`config.mk`:
```
export PLATFORM = sky130hd
export DESIGN_NAME = qot_top
export DESIGN_NICKNAME = d
export VERILOG_FILES = /design/src/qot_pkg.sv /design/src/qot_evt_if.sv /design/src/qot_prescale.sv /design/src/qot_quad_decode.sv /design/src/qot_top.sv
export VERILOG_INCLUDE_DIRS = /design/src
export SDC_FILE = /design/constraint.sdc
export NUM_CORES = 1
export LEC_CHECK = 0
export BUFFER_PORTS_ARGS = -buffer_cell sky130_fd_sc_hd__buf_2
export CORE_MARGIN = 2
export CORE_UTILIZATION = 50
export DETAILED_ROUTE_END_ITERATION = 16
export GPL_TIMING_DRIVEN = 0
export PLACE_DENSITY = 0.71
export RECOVER_POWER = 50
export SKIP_CTS_REPAIR_TIMING = 1
export SYNTH_ARGS = -nofsm -noshare
export SYNTH_HDL_FRONTEND = slang
export SYNTH_SLANG_ARGS = --single-unit
```
`constraint.sdc`:
```
create_clock -name I_CLOCK -period 6.6 [get_ports I_CLOCK]
set_clock_uncertainty 0.15 [all_clocks]
set_input_delay 1.32 -clock I_CLOCK [delete_from_list [all_inputs] [get_ports I_CLOCK]]
set_output_delay 1.32 -clock I_CLOCK [all_outputs]
set_load 0.02 [all_outputs]
```
`src/qot_regs.svh`:
```
// Register offsets, field positions, reset values and divider counts of the timer channel
// How it works
// Two-phase counting exists only on channels 2, 3 and 4.
// Two-phase counting takes events from count_in_pin and count_out_pin.
// Two-phase overflow or underflow reloads the reload value and keeps counting.
// Free-run skips the reload and lets the counter wrap.
// Ratio is 1/(FFFF-n+1) counting up and 1/(n+1) counting down.
// Two-phase counting runs while the count-start flag is 1.
// Two-phase overflow or underflow raises the interrupt request.
// Software must make both pins inputs before two-phase use.
// Two-phase counter reads return the live count.
// Writes while stopped load reload and counter; while counting, reload only.
// Normal decoding: count_out_pin high, count_in_pin rise up, fall down.
// Times four: count_in_pin rising while count_out_pin high counts all edges up.
// Times four: count_in_pin falling while count_out_pin high counts all edges down.
// Decoding selectable on channel 3; channel 2 normal, channel 4 times four.
// One-shot counts down from undivided, div8, div32 or subclock div32.
// One-shot reaching zero reloads the programmed value and stops.
// A trigger during a one-shot reloads and restarts the countdown.
// One-shot starts on pin trigger, source timer overflow or software start.
// Clearing the count-start flag stops a one-shot at once.
// One-shot reaching zero raises the interrupt request.
// One-shot counter reads are indeterminate.
// In one-shot, pins serve as trigger input and pulse output.
// Enabled pulse output stays active for the whole countdown.
`ifndef QOT_REGS_SVH
`define QOT_REGS_SVH
// ==========================================================
// Offsets
`define QOT_OFS_CTRL 8'h00
`define QOT_OFS_SHOT 8'h04
`define QOT_OFS_COUNT 8'h08
`define QOT_OFS_STATUS 8'h0C
// ==========================================================
// Control fields
`define QOT_CTRL_W 9
`define QOT_CTRL_START 0
`define QOT_CTRL_SHOT 1
`define QOT_CTRL_FREE 2
`define QOT_CTRL_X4 3
`define QOT_CTRL_SRC 4
`define QOT_CTRL_PULSE 6
`define QOT_CTRL_TRIG 7
`define QOT_CTRL_OVFTRIG 8
`define QOT_SHOT_GO 0
// ==========================================================
// Reset values and counts
`define QOT_CTRL_RST 9'h000
`define QOT_COUNT_RST 16'h0000
`define QOT_DIV8 8
`define QOT_DIV32 32
`endif

```
`src/qot_pkg.sv`:
```
// Types shared by the timer channel modules
package qot_pkg;
    typedef enum logic [1:0]
    {
        QOT_CLOCK_UNDIVIDED = 2'h0,
        QOT_CLOCK_DIV8 = 2'h1,
        QOT_CLOCK_DIV32 = 2'h2,
        QOT_SUBCLOCK_DIV32 = 2'h3
    } qot_src_t;
    typedef enum logic [2:0]
    {
        QOT_IDLE = 3'h1,
        QOT_QUAD = 3'h2,
        QOT_SHOT = 3'h4
    } qot_state_t;
endpackage

```
`src/qot_evt_if.sv`:
```
// Event signals between the channel core, its prescaler and its decoder
`timescale 1ns/100ps
interface qot_evt_if;
    import qot_pkg::*;
    qot_src_t src_sel;
    logic subclk;
    logic tick;
    logic pin_a;
    logic pin_b;
    logic x4;
    logic up;
    logic dn;
    modport presc (input src_sel, input subclk, output tick);
    modport dec (input pin_a, input pin_b, input x4, output up, output dn);
    modport core (output src_sel, output subclk, output pin_a, output pin_b, output x4,
        input tick, input up, input dn);
endinterface

```
`src/qot_prescale.sv`:
```
// Count source prescaler for the one-shot countdown
`timescale 1ns/100ps
`include "qot_regs.svh"
module qot_prescale
    import qot_pkg::*;
(
    input wire logic i_clock,
    input wire logic i_rst,
    qot_evt_if.presc ev
);
    localparam logic [4:0] LAST8 = 5'(`QOT_DIV8 - 1);
    localparam logic [4:0] LAST32 = 5'(`QOT_DIV32 - 1);
    logic [4:0] d8_r, d8_nxt, d32_r, d32_nxt, sub_r, sub_nxt;
    logic sub_prev_r, tick_r, tick_nxt, sub_rise;
    // ==========================================================
    // Dividers
    always_comb
    begin
        sub_rise = ev.subclk & ~sub_prev_r;
        d8_nxt = (d8_r == LAST8) ? 5'h00 : d8_r + 5'h01;
        d32_nxt = (d32_r == LAST32) ? 5'h00 : d32_r + 5'h01;
        sub_nxt = sub_r;
        if (sub_rise)
            sub_nxt = (sub_r == LAST32) ? 5'h00 : sub_r + 5'h01;
        unique case (ev.src_sel)
            QOT_CLOCK_UNDIVIDED: tick_nxt = 1'b1;
            QOT_CLOCK_DIV8: tick_nxt = (d8_r == LAST8);
            QOT_CLOCK_DIV32: tick_nxt = (d32_r == LAST32);
            QOT_SUBCLOCK_DIV32: tick_nxt = sub_rise && (sub_r == LAST32);
        endcase
    end
    always_ff @(posedge i_clock)
    begin
        if (i_rst)
        begin
            d8_r <= 5'h00;
            d32_r <= 5'h00;
            sub_r <= 5'h00;
            sub_prev_r <= 1'b0;
            tick_r <= 1'b0;
        end
        else
        begin
            d8_r <= d8_nxt;
            d32_r <= d32_nxt;
            sub_r <= sub_nxt;
            sub_prev_r <= ev.subclk;
            tick_r <= tick_nxt;
        end
    end
    assign ev.tick = tick_r;
endmodule // qot_prescale

```
`src/qot_quad_decode.sv`:
```
// Two-phase pulse decoder, normal and times-four
`timescale 1ns/100ps
module qot_quad_decode
(
    input wire logic i_clock,
    input wire logic i_rst,
    qot_evt_if.dec ev
);
    logic a_prev_r, b_prev_r, up_r, dn_r, up_nxt, dn_nxt;
    logic ar, af, br, bf;
    // ==========================================================
    // Edge decoding
    always_comb
    begin
        ar = ev.pin_a & ~a_prev_r;
        af = ~ev.pin_a & a_prev_r;
        br = ev.pin_b & ~b_prev_r & ~ar & ~af;
        bf = ~ev.pin_b & b_prev_r & ~ar & ~af;
        if (ev.x4)
        begin
            up_nxt = (ar & ev.pin_b) | (af & ~ev.pin_b) | (br & ~ev.pin_a) | (bf & ev.pin_a);
            dn_nxt = (af & ev.pin_b) | (ar & ~ev.pin_b) | (br & ev.pin_a) | (bf & ~ev.pin_a);
        end
        else
        begin
            up_nxt = ar & ev.pin_b;
            dn_nxt = af & ev.pin_b;
        end
    end
    always_ff @(posedge i_clock)
    begin
        if (i_rst)
        begin
            a_prev_r <= 1'b0;
            b_prev_r <= 1'b0;
            up_r <= 1'b0;
            dn_r <= 1'b0;
        end
        else
        begin
            a_prev_r <= ev.pin_a;
            b_prev_r <= ev.pin_b;
            up_r <= up_nxt;
            dn_r <= dn_nxt;
        end
    end
    assign ev.up = up_r;
    assign ev.dn = dn_r;
endmodule // qot_quad_decode

```
`src/qot_top.sv`:
```
// Two-phase event counter and one-shot timer channel with an APB register slave
`timescale 1ns/100ps
`include "qot_regs.svh"
module qot_top
    import qot_pkg::*;
#(
    parameter int CHANNEL = 3
)
(
    input wire logic I_CLOCK,
    input wire logic I_RST,
    input wire logic I_PSEL,
    input wire logic I_PENABLE,
    input wire logic I_PWRITE,
    input wire logic [7:0] I_PADDR,
    input wire logic [31:0] I_PWDATA,
    output logic [31:0] O_PRDATA,
    output logic O_PREADY,
    output logic O_PSLVERR,
    input wire logic I_COUNT_IN_PIN,
    input wire logic I_COUNT_OUT_PIN,
    input wire logic I_SUBCLOCK,
    input wire logic I_SRC_OVF,
    output logic O_COUNT_OUT_PIN,
    output logic O_COUNT_OUT_OE,
    output logic O_IRQ
);
    // ==========================================================
    // Channel capabilities
    localparam logic QUAD_OK = (CHANNEL >= 2);
    localparam logic X4_FIXED = (CHANNEL == 4);
    localparam logic X4_SEL = (CHANNEL == 3);

    qot_evt_if ev ();

    logic a_s1_r, a_s2_r, b_s1_r, b_s2_r, sub_s1_r, sub_s2_r, a_prev_r;
    logic [`QOT_CTRL_W-1:0] ctrl_r, ctrl_nxt;
    logic [15:0] cnt_r, cnt_nxt, reload_r, reload_nxt;
    qot_state_t state_r, state_nxt;
    logic [31:0] prdata_r, prdata_nxt;
    logic pready_r, pready_nxt, pslverr_r, pslverr_nxt;
    logic irq_r, irq_nxt, out_r, out_nxt, oe_r, oe_nxt;
    logic start, shot_mode, free_run, pulse_en, trig_en, ovftrig_en, x4_eff;
    logic setup, acc, wr, hit, wr_ctrl, wr_cnt, sw_go, pin_trig, trig;
    logic ev_up, ev_dn;

    // ==========================================================
    // Pin synchronisers
    always_ff @(posedge I_CLOCK)
    begin
        if (I_RST)
        begin
            a_s1_r <= 1'b0;
            a_s2_r <= 1'b0;
            b_s1_r <= 1'b0;
            b_s2_r <= 1'b0;
            sub_s1_r <= 1'b0;
            sub_s2_r <= 1'b0;
            a_prev_r <= 1'b0;
        end
        else
        begin
            a_s1_r <= I_COUNT_IN_PIN;
            a_s2_r <= a_s1_r;
            b_s1_r <= I_COUNT_OUT_PIN;
            b_s2_r <= b_s1_r;
            sub_s1_r <= I_SUBCLOCK;
            sub_s2_r <= sub_s1_r;
            a_prev_r <= a_s2_r;
        end
    end

    // ==========================================================
    // Control decode and submodules
    assign start = ctrl_r[`QOT_CTRL_START];
    assign shot_mode = ctrl_r[`QOT_CTRL_SHOT];
    assign free_run = ctrl_r[`QOT_CTRL_FREE];
    assign pulse_en = ctrl_r[`QOT_CTRL_PULSE];
    assign trig_en = ctrl_r[`QOT_CTRL_TRIG];
    assign ovftrig_en = ctrl_r[`QOT_CTRL_OVFTRIG];
    assign x4_eff = X4_FIXED | (X4_SEL & ctrl_r[`QOT_CTRL_X4]);

    assign ev.src_sel = qot_src_t'(ctrl_r[`QOT_CTRL_SRC +: 2]);
    assign ev.subclk = sub_s2_r;
    assign ev.pin_a = a_s2_r;
    assign ev.pin_b = b_s2_r;
    assign ev.x4 = x4_eff;
    assign ev_up = ev.up & QUAD_OK;
    assign ev_dn = ev.dn & QUAD_OK;

    qot_prescale u_presc
    (
        .i_clock(I_CLOCK),
        .i_rst(I_RST),
        .ev(ev.presc)
    );

    qot_quad_decode u_dec
    (
        .i_clock(I_CLOCK),
        .i_rst(I_RST),
        .ev(ev.dec)
    );

    // ==========================================================
    // APB decode
    assign setup = I_PSEL & ~I_PENABLE;
    assign acc = I_PSEL & I_PENABLE & pready_r;
    assign wr = acc & I_PWRITE;
    assign wr_ctrl = wr && (I_PADDR == `QOT_OFS_CTRL);
    assign wr_cnt = wr && (I_PADDR == `QOT_OFS_COUNT);
    assign sw_go = wr && (I_PADDR == `QOT_OFS_SHOT) && I_PWDATA[`QOT_SHOT_GO];
    assign pin_trig = trig_en & a_s2_r & ~a_prev_r;
    assign trig = sw_go | pin_trig | (ovftrig_en & I_SRC_OVF);

    always_comb
    begin
        pready_nxt = setup;
        pslverr_nxt = 1'b0;
        prdata_nxt = 32'h0000_0000;
        hit = 1'b1;
        unique case (I_PADDR)
            `QOT_OFS_CTRL: prdata_nxt = {23'h000000, ctrl_r};
            `QOT_OFS_SHOT: prdata_nxt = 32'h0000_0000;
            `QOT_OFS_COUNT: prdata_nxt = {16'h0000, cnt_r};
            `QOT_OFS_STATUS: prdata_nxt = {29'h0000_0000, QUAD_OK, x4_eff, state_r != QOT_IDLE};
            default: hit = 1'b0;
        endcase
        if (!setup || I_PWRITE)
            prdata_nxt = 32'h0000_0000;
        if (setup && !hit)
            pslverr_nxt = 1'b1;
    end

    always_ff @(posedge I_CLOCK)
    begin
        if (I_RST)
        begin
            pready_r <= 1'b0;
            pslverr_r <= 1'b0;
            prdata_r <= 32'h0000_0000;
        end
        else
        begin
            pready_r <= pready_nxt;
            pslverr_r <= pslverr_nxt;
            prdata_r <= prdata_nxt;
        end
    end

    // ==========================================================
    // Counter and channel state
    always_comb
    begin
        ctrl_nxt = ctrl_r;
        cnt_nxt = cnt_r;
        reload_nxt = reload_r;
        state_nxt = state_r;
        irq_nxt = 1'b0;
        if (wr_ctrl)
            ctrl_nxt = I_PWDATA[`QOT_CTRL_W-1:0];
        unique case (state_r)
            QOT_IDLE:
            begin
                if (start && !shot_mode && QUAD_OK)
                    state_nxt = QOT_QUAD;
                else if (start && shot_mode && trig)
                begin
                    cnt_nxt = reload_r;
                    state_nxt = QOT_SHOT;
                end
            end
            QOT_QUAD:
            begin
                if (!start || shot_mode)
                    state_nxt = QOT_IDLE;
                else if (ev_up)
                begin
                    if (cnt_r == 16'hFFFF)
                    begin
                        irq_nxt = 1'b1;
                        cnt_nxt = free_run ? 16'h0000 : reload_r;
                    end
                    else
                        cnt_nxt = cnt_r + 16'h0001;
                end
                else if (ev_dn)
                begin
                    if (cnt_r == 16'h0000)
                    begin
                        irq_nxt = 1'b1;
                        cnt_nxt = free_run ? 16'hFFFF : reload_r;
                    end
                    else
                        cnt_nxt = cnt_r - 16'h0001;
                end
            end
            QOT_SHOT:
            begin
                if (!start || !shot_mode)
                    state_nxt = QOT_IDLE;
                else if (trig)
                    cnt_nxt = reload_r;
                else if (ev.tick)
                begin
                    if (cnt_r <= 16'h0001)
                    begin
                        irq_nxt = 1'b1;
                        cnt_nxt = reload_r;
                        state_nxt = QOT_IDLE;
                    end
                    else
                        cnt_nxt = cnt_r - 16'h0001;
                end
            end
        endcase
        if (wr_cnt)
        begin
            reload_nxt = I_PWDATA[15:0];
            if (state_r == QOT_IDLE)
                cnt_nxt = I_PWDATA[15:0];
        end
        oe_nxt = pulse_en & shot_mode;
        out_nxt = pulse_en & shot_mode & (state_nxt == QOT_SHOT);
    end

    always_ff @(posedge I_CLOCK)
    begin
        if (I_RST)
        begin
            ctrl_r <= `QOT_CTRL_RST;
            cnt_r <= `QOT_COUNT_RST;
            reload_r <= `QOT_COUNT_RST;
            state_r <= QOT_IDLE;
            irq_r <= 1'b0;
            out_r <= 1'b0;
            oe_r <= 1'b0;
        end
        else
        begin
            ctrl_r <= ctrl_nxt;
            cnt_r <= cnt_nxt;
            reload_r <= reload_nxt;
            state_r <= state_nxt;
            irq_r <= irq_nxt;
            out_r <= out_nxt;
            oe_r <= oe_nxt;
        end
    end

    assign O_PRDATA = prdata_r;
    assign O_PREADY = pready_r;
    assign O_PSLVERR = pslverr_r;
    assign O_IRQ = irq_r;
    assign O_COUNT_OUT_PIN = out_r;
    assign O_COUNT_OUT_OE = oe_r;
endmodule // qot_top

```
==> impl_metrics.tcl, run 1 <==
set metrics [dict create \
    crit_family "simple AND/OR/NAND/NOR gates" \
    track_usage_pct 36.1 \
    syn_area_um2 5910 \
    grt_pass1_wl_mm 35.0 \
    die_x_um 113 \
    leakagePower_nw 2.58 \
    final_cells 990 \
    dpl_worst_slack_ns 2.35 \
    critPathRequiredTime_ns 6.69 \
    yosys.area.top_type_share_pct 31.1 \
    dr.pass1.iters 8 \
    drt_iter0_drc 699 \
    grt_pass1_vias 6025 \
    dr_total_vias 6489 \
    worst-path-buf-inv 2 \
    fillerInstances 1088 \
    ys_ff_latch 92 \
    swShare_pct 26.7 \
    path_class "input pin to flop" \
    max_slew.worst_pin.slew_ns 1.29 \
    setup_viol 0 \
    final_max_slew_viol_count 0 \
    cp_slowest_stage_delay_ns 1.07 \
    wire_per_inst_um 23.2 \
    drive_above_1_share_pct 10.9 \
    synthArstFlopShare_pct 0 \
    max_slew_margin_pct 13.7 \
    dpl.cell_count 974 \
    setup_slack_ns 2.56 \
    final_nets 899 \
    postSynthAreaPerCell_um2 7.74 \
    synth_most_common_cell "nor2_1" \
    fin_tns_setup_ns 0 \
    drc_errors 0 \
    finalHoldViolCount 0 \
    rr_worst_depth 11 \
    crit_cells 8 \
    worstPathArrival_ns 4.12 \
    stdcell_area_um2 6690 \
    clock-sinks 92 \
    boundaryPins 86 \
    cts_tree "yes" \
    coreArea_um2 11500 \
    post-route-period-util_pct 61.1 \
    postRouteAntennaNets 0 \
    synth-edff-count 0 \
    syn_inst 764 \
    synth_cell_types 78 \
    powerDensity_nw_per_um2 176 \
    yosys.area.top_type "dfxtp_1" \
    power.share.clock_pct 45.4 \
    dpl_cell_area_um2 6410 \
    cts_buffers 9 \
    grt_max_degree 21 \
    peakVddDrop_v 0.000186 \
    start_util_pct 51.6 \
    grt-ovfl-total 0 \
    ys_top_cells_by_area "dfxtp_1 31%, nor2_1 6.2%, mux2i_1 6.1%, o21ai_0 3.9%, a21oi_1 3.4%" \
    antenna_found_initial 0 \
    startpoint_type "input pin" \
    whs_path_depth 1 \
    cts_max_level 3 \
    p_sw_mw 0.315 \
    combPwrFrac_pct 6.5 \
    dp_hpwl_mm 17.0 \
    die_area_um2 12700 \
    rsz0062_at_grt "no" \
    p_total_mw 1.18 \
    synthTopCellsByCount "97 x nor2_1, 92 x dfxtp_1, 48 x clkbuf_1" \
    end_kind "flop" \
    gp_congestion 1.05 \
    min_period_ns 4.04 \
    crit_path_top_delay_cell "nor2_1" \
    rows 39 \
    fmax_mhz 248 \
    yosysWarnings 0 \
    crit_fanout 10 \
    maxCapViolCount 0 \
    pwr-share-seq_pct 48.1 \
    clk_pin_slew_worst_paths_ns 0.08 \
    hold_class "flop to flop" \
    status "finished clean" \
    numPortBuffers 52 \
    syn2layout_area_growth_pct 13.2 \
    synthFlopType "dfxtp_1" \
    viasPerCell 6.55 \
    cts_buffer_depth 2 \
    die_y_um 113 \
    p_int_mw 0.863 \
    clk_latency_ns 0.36 \
    cts_root_buffer "clkbuf_16" \
    path_cells "buf_2 > a32oi_1 > nand2_1 > clkbuf_1 > nor2_1 > a21oi_1 > a221oi_1 > a31oi_1" \
    drt-total-wl_mm 23.0 \
    yosysSeqAreaShare_pct 31.1 \
    insertedDiodeCount 0 \
]
[worst paths after layout]
kind / startpoint / endpoint / slack [ns]
hold reg to reg: b_s1_r$_SDFF_PP0_ / b_s2_r$_SDFF_PP0_ / 0.29
setup / recovery: I_SRC_OVF / cnt_r[11]$_SDFF_PP0_ / 2.56
hold / removal: b_s1_r$_SDFF_PP0_ / b_s2_r$_SDFF_PP0_ / 0.29
setup reg to reg: cnt_r[0]$_SDFF_PP0_ / cnt_r[4]$_SDFF_PP0_ / 3.01
[logic make-up (layout without fill, tap and decap cells)]
group                    count (synthesis)  after routing  synth area share [%]
multiplexers                            36             36                  6.09
buffers and inverters                   98            166                  7.68
XOR/XNOR                                18             18                  2.67
flip-flops                              92             92                  31.1
AO/OA/AOI/OAI                          207            207                  23.8
AND/OR/NAND/NOR                        304            304                  26.8
adder cells (fa/ha/maj)                  8              8                  1.69
other                                    1             16                0.0634
[cell usage in the layout (no fill, tap or decap), types with 7 or more instances in the layout]
cell       count
nand3_1       30
a211oi_1       9
inv_1         19
conb_1        16
or3_1          7
and3_1         7
buf_4         18
nor3b_1        7
a211o_1        7
and2_1         9
ha_1           8
o21ai_0       46
nand2_1       46
xor2_1         9
nand4_1       10
a311oi_1      12
clkbuf_1      70
a31oi_1       10
a221oi_1       9
nor4_1        10
nor3_1        31
mux2i_1       36
buf_2         38
dfxtp_1       92
o21a_1         7
nor2_1        97
xnor2_1        9
clkbuf_16      9
nor2b_1       14
a21oi_1       40
[state kept, by name, summed over array words and instances (netlist names), 3 cells and up]
signal and flops:
O_PRDATA 16, cnt_r 16, ctrl_r 9, reload_r 16, state_r 3, u_presc.d32_r 5
u_presc.d8_r 5, u_presc.sub_r 5
[cell type report]
type / count / area, µm² / area share, %
clock inverter: 7 / 86.3 / 1.29
buffer: 79 / 383 / 5.72
sequential: 92 / 1840 / 27.5
multi-input combinational: 589 / 3670 / 54.9
tap: 143 / 179 / 2.67
inverter: 19 / 71.3 / 1.07
clock buffer: 9 / 225 / 3.37
timing repair buffer: 52 / 233 / 3.48
[power groups by stage]
stage / Sequential (mW) / Clock [mW] / Combinational [mW]
after floorplan: 0.579 / 0 / 0.0461
after global placement: 0.579 / 0 / 0.0723
after detailed placement: 0.579 / 0 / 0.0743
after CTS: 0.566 / 0.541 / 0.0749
after global routing: 0.567 / 0.562 / 0.0822
final: 0.566 / 0.534 / 0.0769
[through the flow]
stage,util [%],hold slack [ns]
5_1_grt,58.4,0.295
2_1_floorplan,-,0.264
3_3_place_gp,55.9,0.274
6_report,58.4,0.286
4_1_cts,58.6,0.290
3_5_place_dp,55.9,0.275
[routing by layer]
metal | up-vias | GRT usage (%) | routed length, µm
met5 | - | 0 | 0
met2 | 413 | 54.0 | 10000
li1 | 2925 | - | -
met4 | 0 | 21.2 | 1240
met3 | 84 | 9.53 | 2470
met1 | 3067 | 47.1 | 9280
Note: power is estimated with default switching activity, not from simulation.
==> run 2: changes to the inputs <==
PLACE_DENSITY = 0.74   (was 0.71)
clock period = 3.6 ns   (was 6.6 ns; I/O delays follow)
==> impl_metrics.tcl, run 2 (synthesis gave the netlist of run 1 again) <==
set metrics [dict create \
    finalHoldViolCount 0 \
    cp_slowest_stage_delay_ns 0.54 \
    numPortBuffers 52 \
    clock-sinks 92 \
    wl_met2_mm 9.82 \
    startpoint_type "flop" \
    wire_per_inst_um 23.4 \
    worstPathArrival_ns 3.52 \
    fillerInstances 1072 \
    grt_pass1_wl_mm 34.8 \
    utilization_pct 58.3 \
    syn2layout_area_growth_pct 13.1 \
    hold_class "flop to flop" \
    clk_pin_slew_worst_paths_ns 0.07 \
    p_sw_mw 0.567 \
    viasPerCell 6.46 \
    die_y_um 113 \
    critPathRequiredTime_ns 3.64 \
    mostFrequentLayoutCells "97 x nor2_1, 92 x dfxtp_1, 72 x clkbuf_1, 46 x nand2_1, 46 x o21ai_0" \
    rsz0062_at_grt "no" \
    status "finished clean" \
    stdcell_area_um2 6690 \
    drive_above_1_share_pct 11.0 \
    post-route-period-util_pct 96.5 \
    max_slew_margin_pct 27.7 \
    postRouteAntennaNets 0 \
    gp_congestion 1.07 \
    boundaryPins 86 \
    layout_commonest_cell "nor2_1" \
    antenna_found_initial 0 \
    min_period_ns 3.47 \
    drt_iter0_drc 1011 \
    cts_buffer_depth 2 \
    dp_hpwl_mm 16.9 \
    wl_met3_mm 3.02 \
    dpl_cell_area_um2 6410 \
    start_util_pct 51.6 \
    maxUsedRoutingLayer "met4" \
    clk_latency_ns 0.36 \
    whs_path_depth 1 \
    drt-total-wl_mm 23.2 \
    cts_buffers 9 \
    die_x_um 113 \
    pwr-share-seq_pct 48.7 \
    grt_max_degree 19 \
    cts_max_level 3 \
    drc_errors 0 \
    maxCapViolCount 0 \
    r2r_end "cnt_r[5]$_SDFF_PP0_" \
    cts_root_buffer "clkbuf_16" \
    dr.pass1.iters 6 \
    die_area_um2 12700 \
    swShare_pct 26.6 \
    p_int_mw 1.57 \
    final_max_slew_viol_count 0 \
    reg2reg_setup_slack_ns 0.13 \
    cts_tree "yes" \
    rows 39 \
    crit_path_top_delay_cell "or3b_2" \
    coreArea_um2 11500 \
    powerDensity_nw_per_um2 319 \
    combPwrFrac_pct 6.6 \
    crit_fanout 10 \
    met1_length_mm 9.19 \
    regToRegStartpoint "cnt_r[0]$_SDFF_PP0_" \
    track_usage_pct 36.1 \
    dr_total_vias 6406 \
    fmax_mhz 288 \
    leakagePower_nw 2.58 \
    grt-ovfl-total 0 \
    whs_endpoint "b_s2_r$_SDFF_PP0_" \
    hold_start "b_s1_r$_SDFF_PP0_" \
    grt_pass1_vias 6016 \
    power.share.clock_pct 44.8 \
    end_kind "flop" \
    max_slew.worst_pin.slew_ns 1.08 \
    path_cells "inv_1 > ha_1 > buf_2 > or3b_2 > nor2_1 > nand3_1 > o21ai_0 > a221oi_1 > a2111oi_0 > a311oi_1" \
    rr_worst_depth 10 \
    path_class "flop to flop" \
    peakVddDrop_v 0.000399 \
    setup_viol 0 \
    final_nets 900 \
]
==> run 2: metrics by stage <==
stage	power (mW)	setup TNS, ns	instances	hold WS (ns)	setup WS (ns)
floorplan	1.15	0	779	0.264	0.811
global placement	1.19	-0.0679	974	0.272	-0.0557
detailed placement	1.20	-0.459	974	0.281	-0.215
CTS	2.13	0	990	0.298	0.0321
global route	2.19	0	991	0.309	0.0118
finish	2.13	0	992	0.294	0.125
==> run 2: cell type report <==
cell class / count / area (µm²) / share of cell area [%]
Sequential cell: 92 / 1840 / 27.5
Clock buffer: 9 / 225 / 3.37
Clock inverter: 7 / 67.6 / 1.01
Multi-Input combinational cell: 589 / 3680 / 55.0
Inverter: 19 / 71.3 / 1.07
Buffer: 79 / 388 / 5.80
Tap cell: 143 / 179 / 2.67
Antenna cell: 1 / 2.50 / 0.0374
Timing Repair Buffer: 53 / 236 / 3.53
==> run 2: per-layer routing <==
metal / vias to the layer above / GRT usage (%)
met2: 448 / 53.3
met1: 2950 / 47.6
met4: 0 / 20.2
li1: 2923 / -
met3: 85 / 10.0
met5: - / 0
==> run 2: worst max-delay path: cells and delay by family, from the launching register on <==
kind | cells | cell delay [ns]
simple gates | 3 | 1.06
compound gates | 4 | 1.06
flops | 1 | 0.41
buf+inv | 2 | 0.46
fa+ha+maj | 1 | 0.18
==> run 2: worst max-delay path by stage <==
stage,cells past startpoint,to,start,slack [ns]
6_report,10,cnt_r[5]$_SDFF_PP0_,cnt_r[0]$_SDFF_PP0_,0.13
5_1_grt,11,cnt_r[5]$_SDFF_PP0_,cnt_r[0]$_SDFF_PP0_,0.01
4_1_cts,11,cnt_r[5]$_SDFF_PP0_,cnt_r[0]$_SDFF_PP0_,0.03
3_5_place_dp,8,cnt_r[5]$_SDFF_PP0_,I_PADDR[1],-0.22
3_3_place_gp,8,cnt_r[5]$_SDFF_PP0_,I_PADDR[1],-0.06
2_1_floorplan,7,cnt_r[5]$_SDFF_PP0_,I_PADDR[1],0.81
==> run 2: power by group through the flow <==
| stage | Combinational [mW] | Sequential, mW | Clock (mW) |
|---|---|---|---|
| finish | 0.140 | 1.04 | 0.956 |
| global route | 0.150 | 1.04 | 1.00 |
| CTS | 0.136 | 1.04 | 0.956 |
| detailed placement | 0.136 | 1.06 | 0 |
| global placement | 0.133 | 1.06 | 0 |
| floorplan | 0.0845 | 1.06 | 0 |
==> run 3: changes to the inputs <==
clock period = 3.19 ns   (was 3.6 ns; I/O delays follow)
==> impl_metrics.tcl, run 3 (synthesis gave the netlist of run 1 again) <==
set metrics [dict create \
    status "finished clean" \
    drive_above_1_share_pct 12.4 \
    fin_tns_setup_ns 0 \
    dp_hpwl_mm 16.9 \
    coreArea_um2 11500 \
    syn2layout_area_growth_pct 14.2 \
    drt-total-wl_mm 23.1 \
    boundaryPins 86 \
    cp-startpoint "I_PADDR[1]" \
    path_class "input pin to flop" \
    rows 39 \
    startpoint_type "input pin" \
    crit_fanout 10 \
    clock-sinks 92 \
    grt_max_degree 19 \
    hold_class "flop to flop" \
    crit_path_top_delay_cell "a22oi_1" \
    cts_buffer_depth 2 \
    grtUsageMet2_pct 53.3 \
    die_x_um 113 \
    max_slew.worst_pin.slew_ns 0.956 \
    mostFrequentLayoutCells "95 x nor2_1, 91 x dfxtp_1, 68 x clkbuf_1, 46 x nand2_1, 46 x o21ai_0" \
    die_y_um 113 \
    start_util_pct 51.6 \
    setup_viol 0 \
    die_area_um2 12700 \
    end_kind "flop" \
    powerDensity_nw_per_um2 356 \
    drt_iter0_drc 860 \
    cp_slowest_stage_delay_ns 0.49 \
    fmax_mhz 319 \
    dr_total_vias 6458 \
    wire_per_inst_um 23.3 \
    regToRegStartpoint "cnt_r[8]$_SDFF_PP0_" \
    postRouteAntennaNets 0 \
    layout_commonest_cell "nor2_1" \
    clk_pin_slew_worst_paths_ns 0.08 \
    drc_errors 0 \
    finalHoldViolCount 0 \
    worstPathArrival_ns 3.19 \
    gp_congestion 1.07 \
    path_cells "buf_2 > nor4_1 > nand4_1 > a22oi_1 > nor3_4 > a41o_1 > a2111oi_2 > a311oi_2" \
    insertedDiodeCount 0 \
    dr.pass1.iters 6 \
    numPortBuffers 52 \
    stdcell_area_um2 6750 \
    peakVddDrop_v 0.000451 \
    viasPerCell 6.52 \
    setup_slack_ns 0.0524 \
    max_slew_margin_pct 36.2 \
    grt_pass1_vias 6016 \
    utilization_pct 58.9 \
    maxCapViolCount 0 \
    cts_max_level 3 \
    grt.met1_usage_pct 47.6 \
    min_period_ns 3.14 \
    clk_latency_ns 0.36 \
    final_nets 899 \
    leakagePower_nw 2.63 \
    antenna_found_initial 0 \
    track_usage_pct 36.1 \
    critPathRequiredTime_ns 3.24 \
    hold_start "b_s1_r$_SDFF_PP0_" \
    cts_buffers 9 \
    cts_tree "yes" \
    worst-path-buf-inv 1 \
    worst_hold_slack_ns 0.296 \
    groute.layer.met3.usage_pct 10.0 \
    grt_pass1_wl_mm 34.8 \
    final_max_slew_viol_count 0 \
    dpl_cell_area_um2 6410 \
    cts_root_buffer "clkbuf_16" \
    grt-ovfl-total 0 \
    crit_family "compound AO/OA/AOI/OAI gates" \
    post-route-period-util_pct 98.4 \
    dpl_worst_slack_ns -0.543 \
    top_usage_layer "met2" \
]
[run 3: cell types whose count changed in the layout (fill, tap and decap cells not counted), moves of 2 or more]
cell | previous run | this run
a2111oi_0 | 2 | 0
clkbuf_1 | 72 | 68
clkbuf_2 | 2 | 4
nor2_1 | 97 | 95
nor2_2 | 0 | 2
nor3_2 | 2 | 0
nor3_4 | 1 | 3
[run 3: final timing paths]
kind	to	slack, ns	cells past startpoint
worst max-delay path	cnt_r[5]$_SDFF_PP0_	0.05	8
worst min-delay path	b_s2_r$_SDFF_PP0_	0.30	1
worst max register to register	cnt_r[5]$_SDFF_PP0_	0.05	8
worst min register to register	b_s2_r$_SDFF_PP0_	0.30	1
[run 3: cell type report]
| class | instances | area [µm²] |
|---|---|---|
| Multi-Input combinational cell | 589 | 3740 |
| Fill cell | 1068 | 4710 |
| Sequential cell | 92 | 1840 |
| Tap cell | 143 | 179 |
| Buffer | 78 | 393 |
| Timing Repair Buffer | 53 | 236 |
| Clock inverter | 7 | 67.6 |
| Clock buffer | 9 | 225 |
| Inverter | 19 | 71.3 |
[run 3: power breakdown]
part / switching [mW] / internal (mW)
Combinational: 0.0998 / 0.0582
Clock: 0.527 / 0.549
Sequential: 0.0110 / 1.16
Total: 0.638 / 1.77
[run 3: per-stage QoR]
| step | instances | total power, mW |
|---|---|---|
| floorplan | 779 | 1.29 |
| global placement | 974 | 1.35 |
| detailed placement | 974 | 1.35 |
| CTS | 990 | 2.40 |
| global route | 990 | 2.47 |
| finish | 990 | 2.41 |
[run 3: routing by layer]
layer,part of all wire [%],vias up,wire length [µm]
met2,42,472,9810
met4,5.5,0,1280
met5,0,-,0
met3,13,94,2980
li1,-,2925,-
met1,39,2967,9030
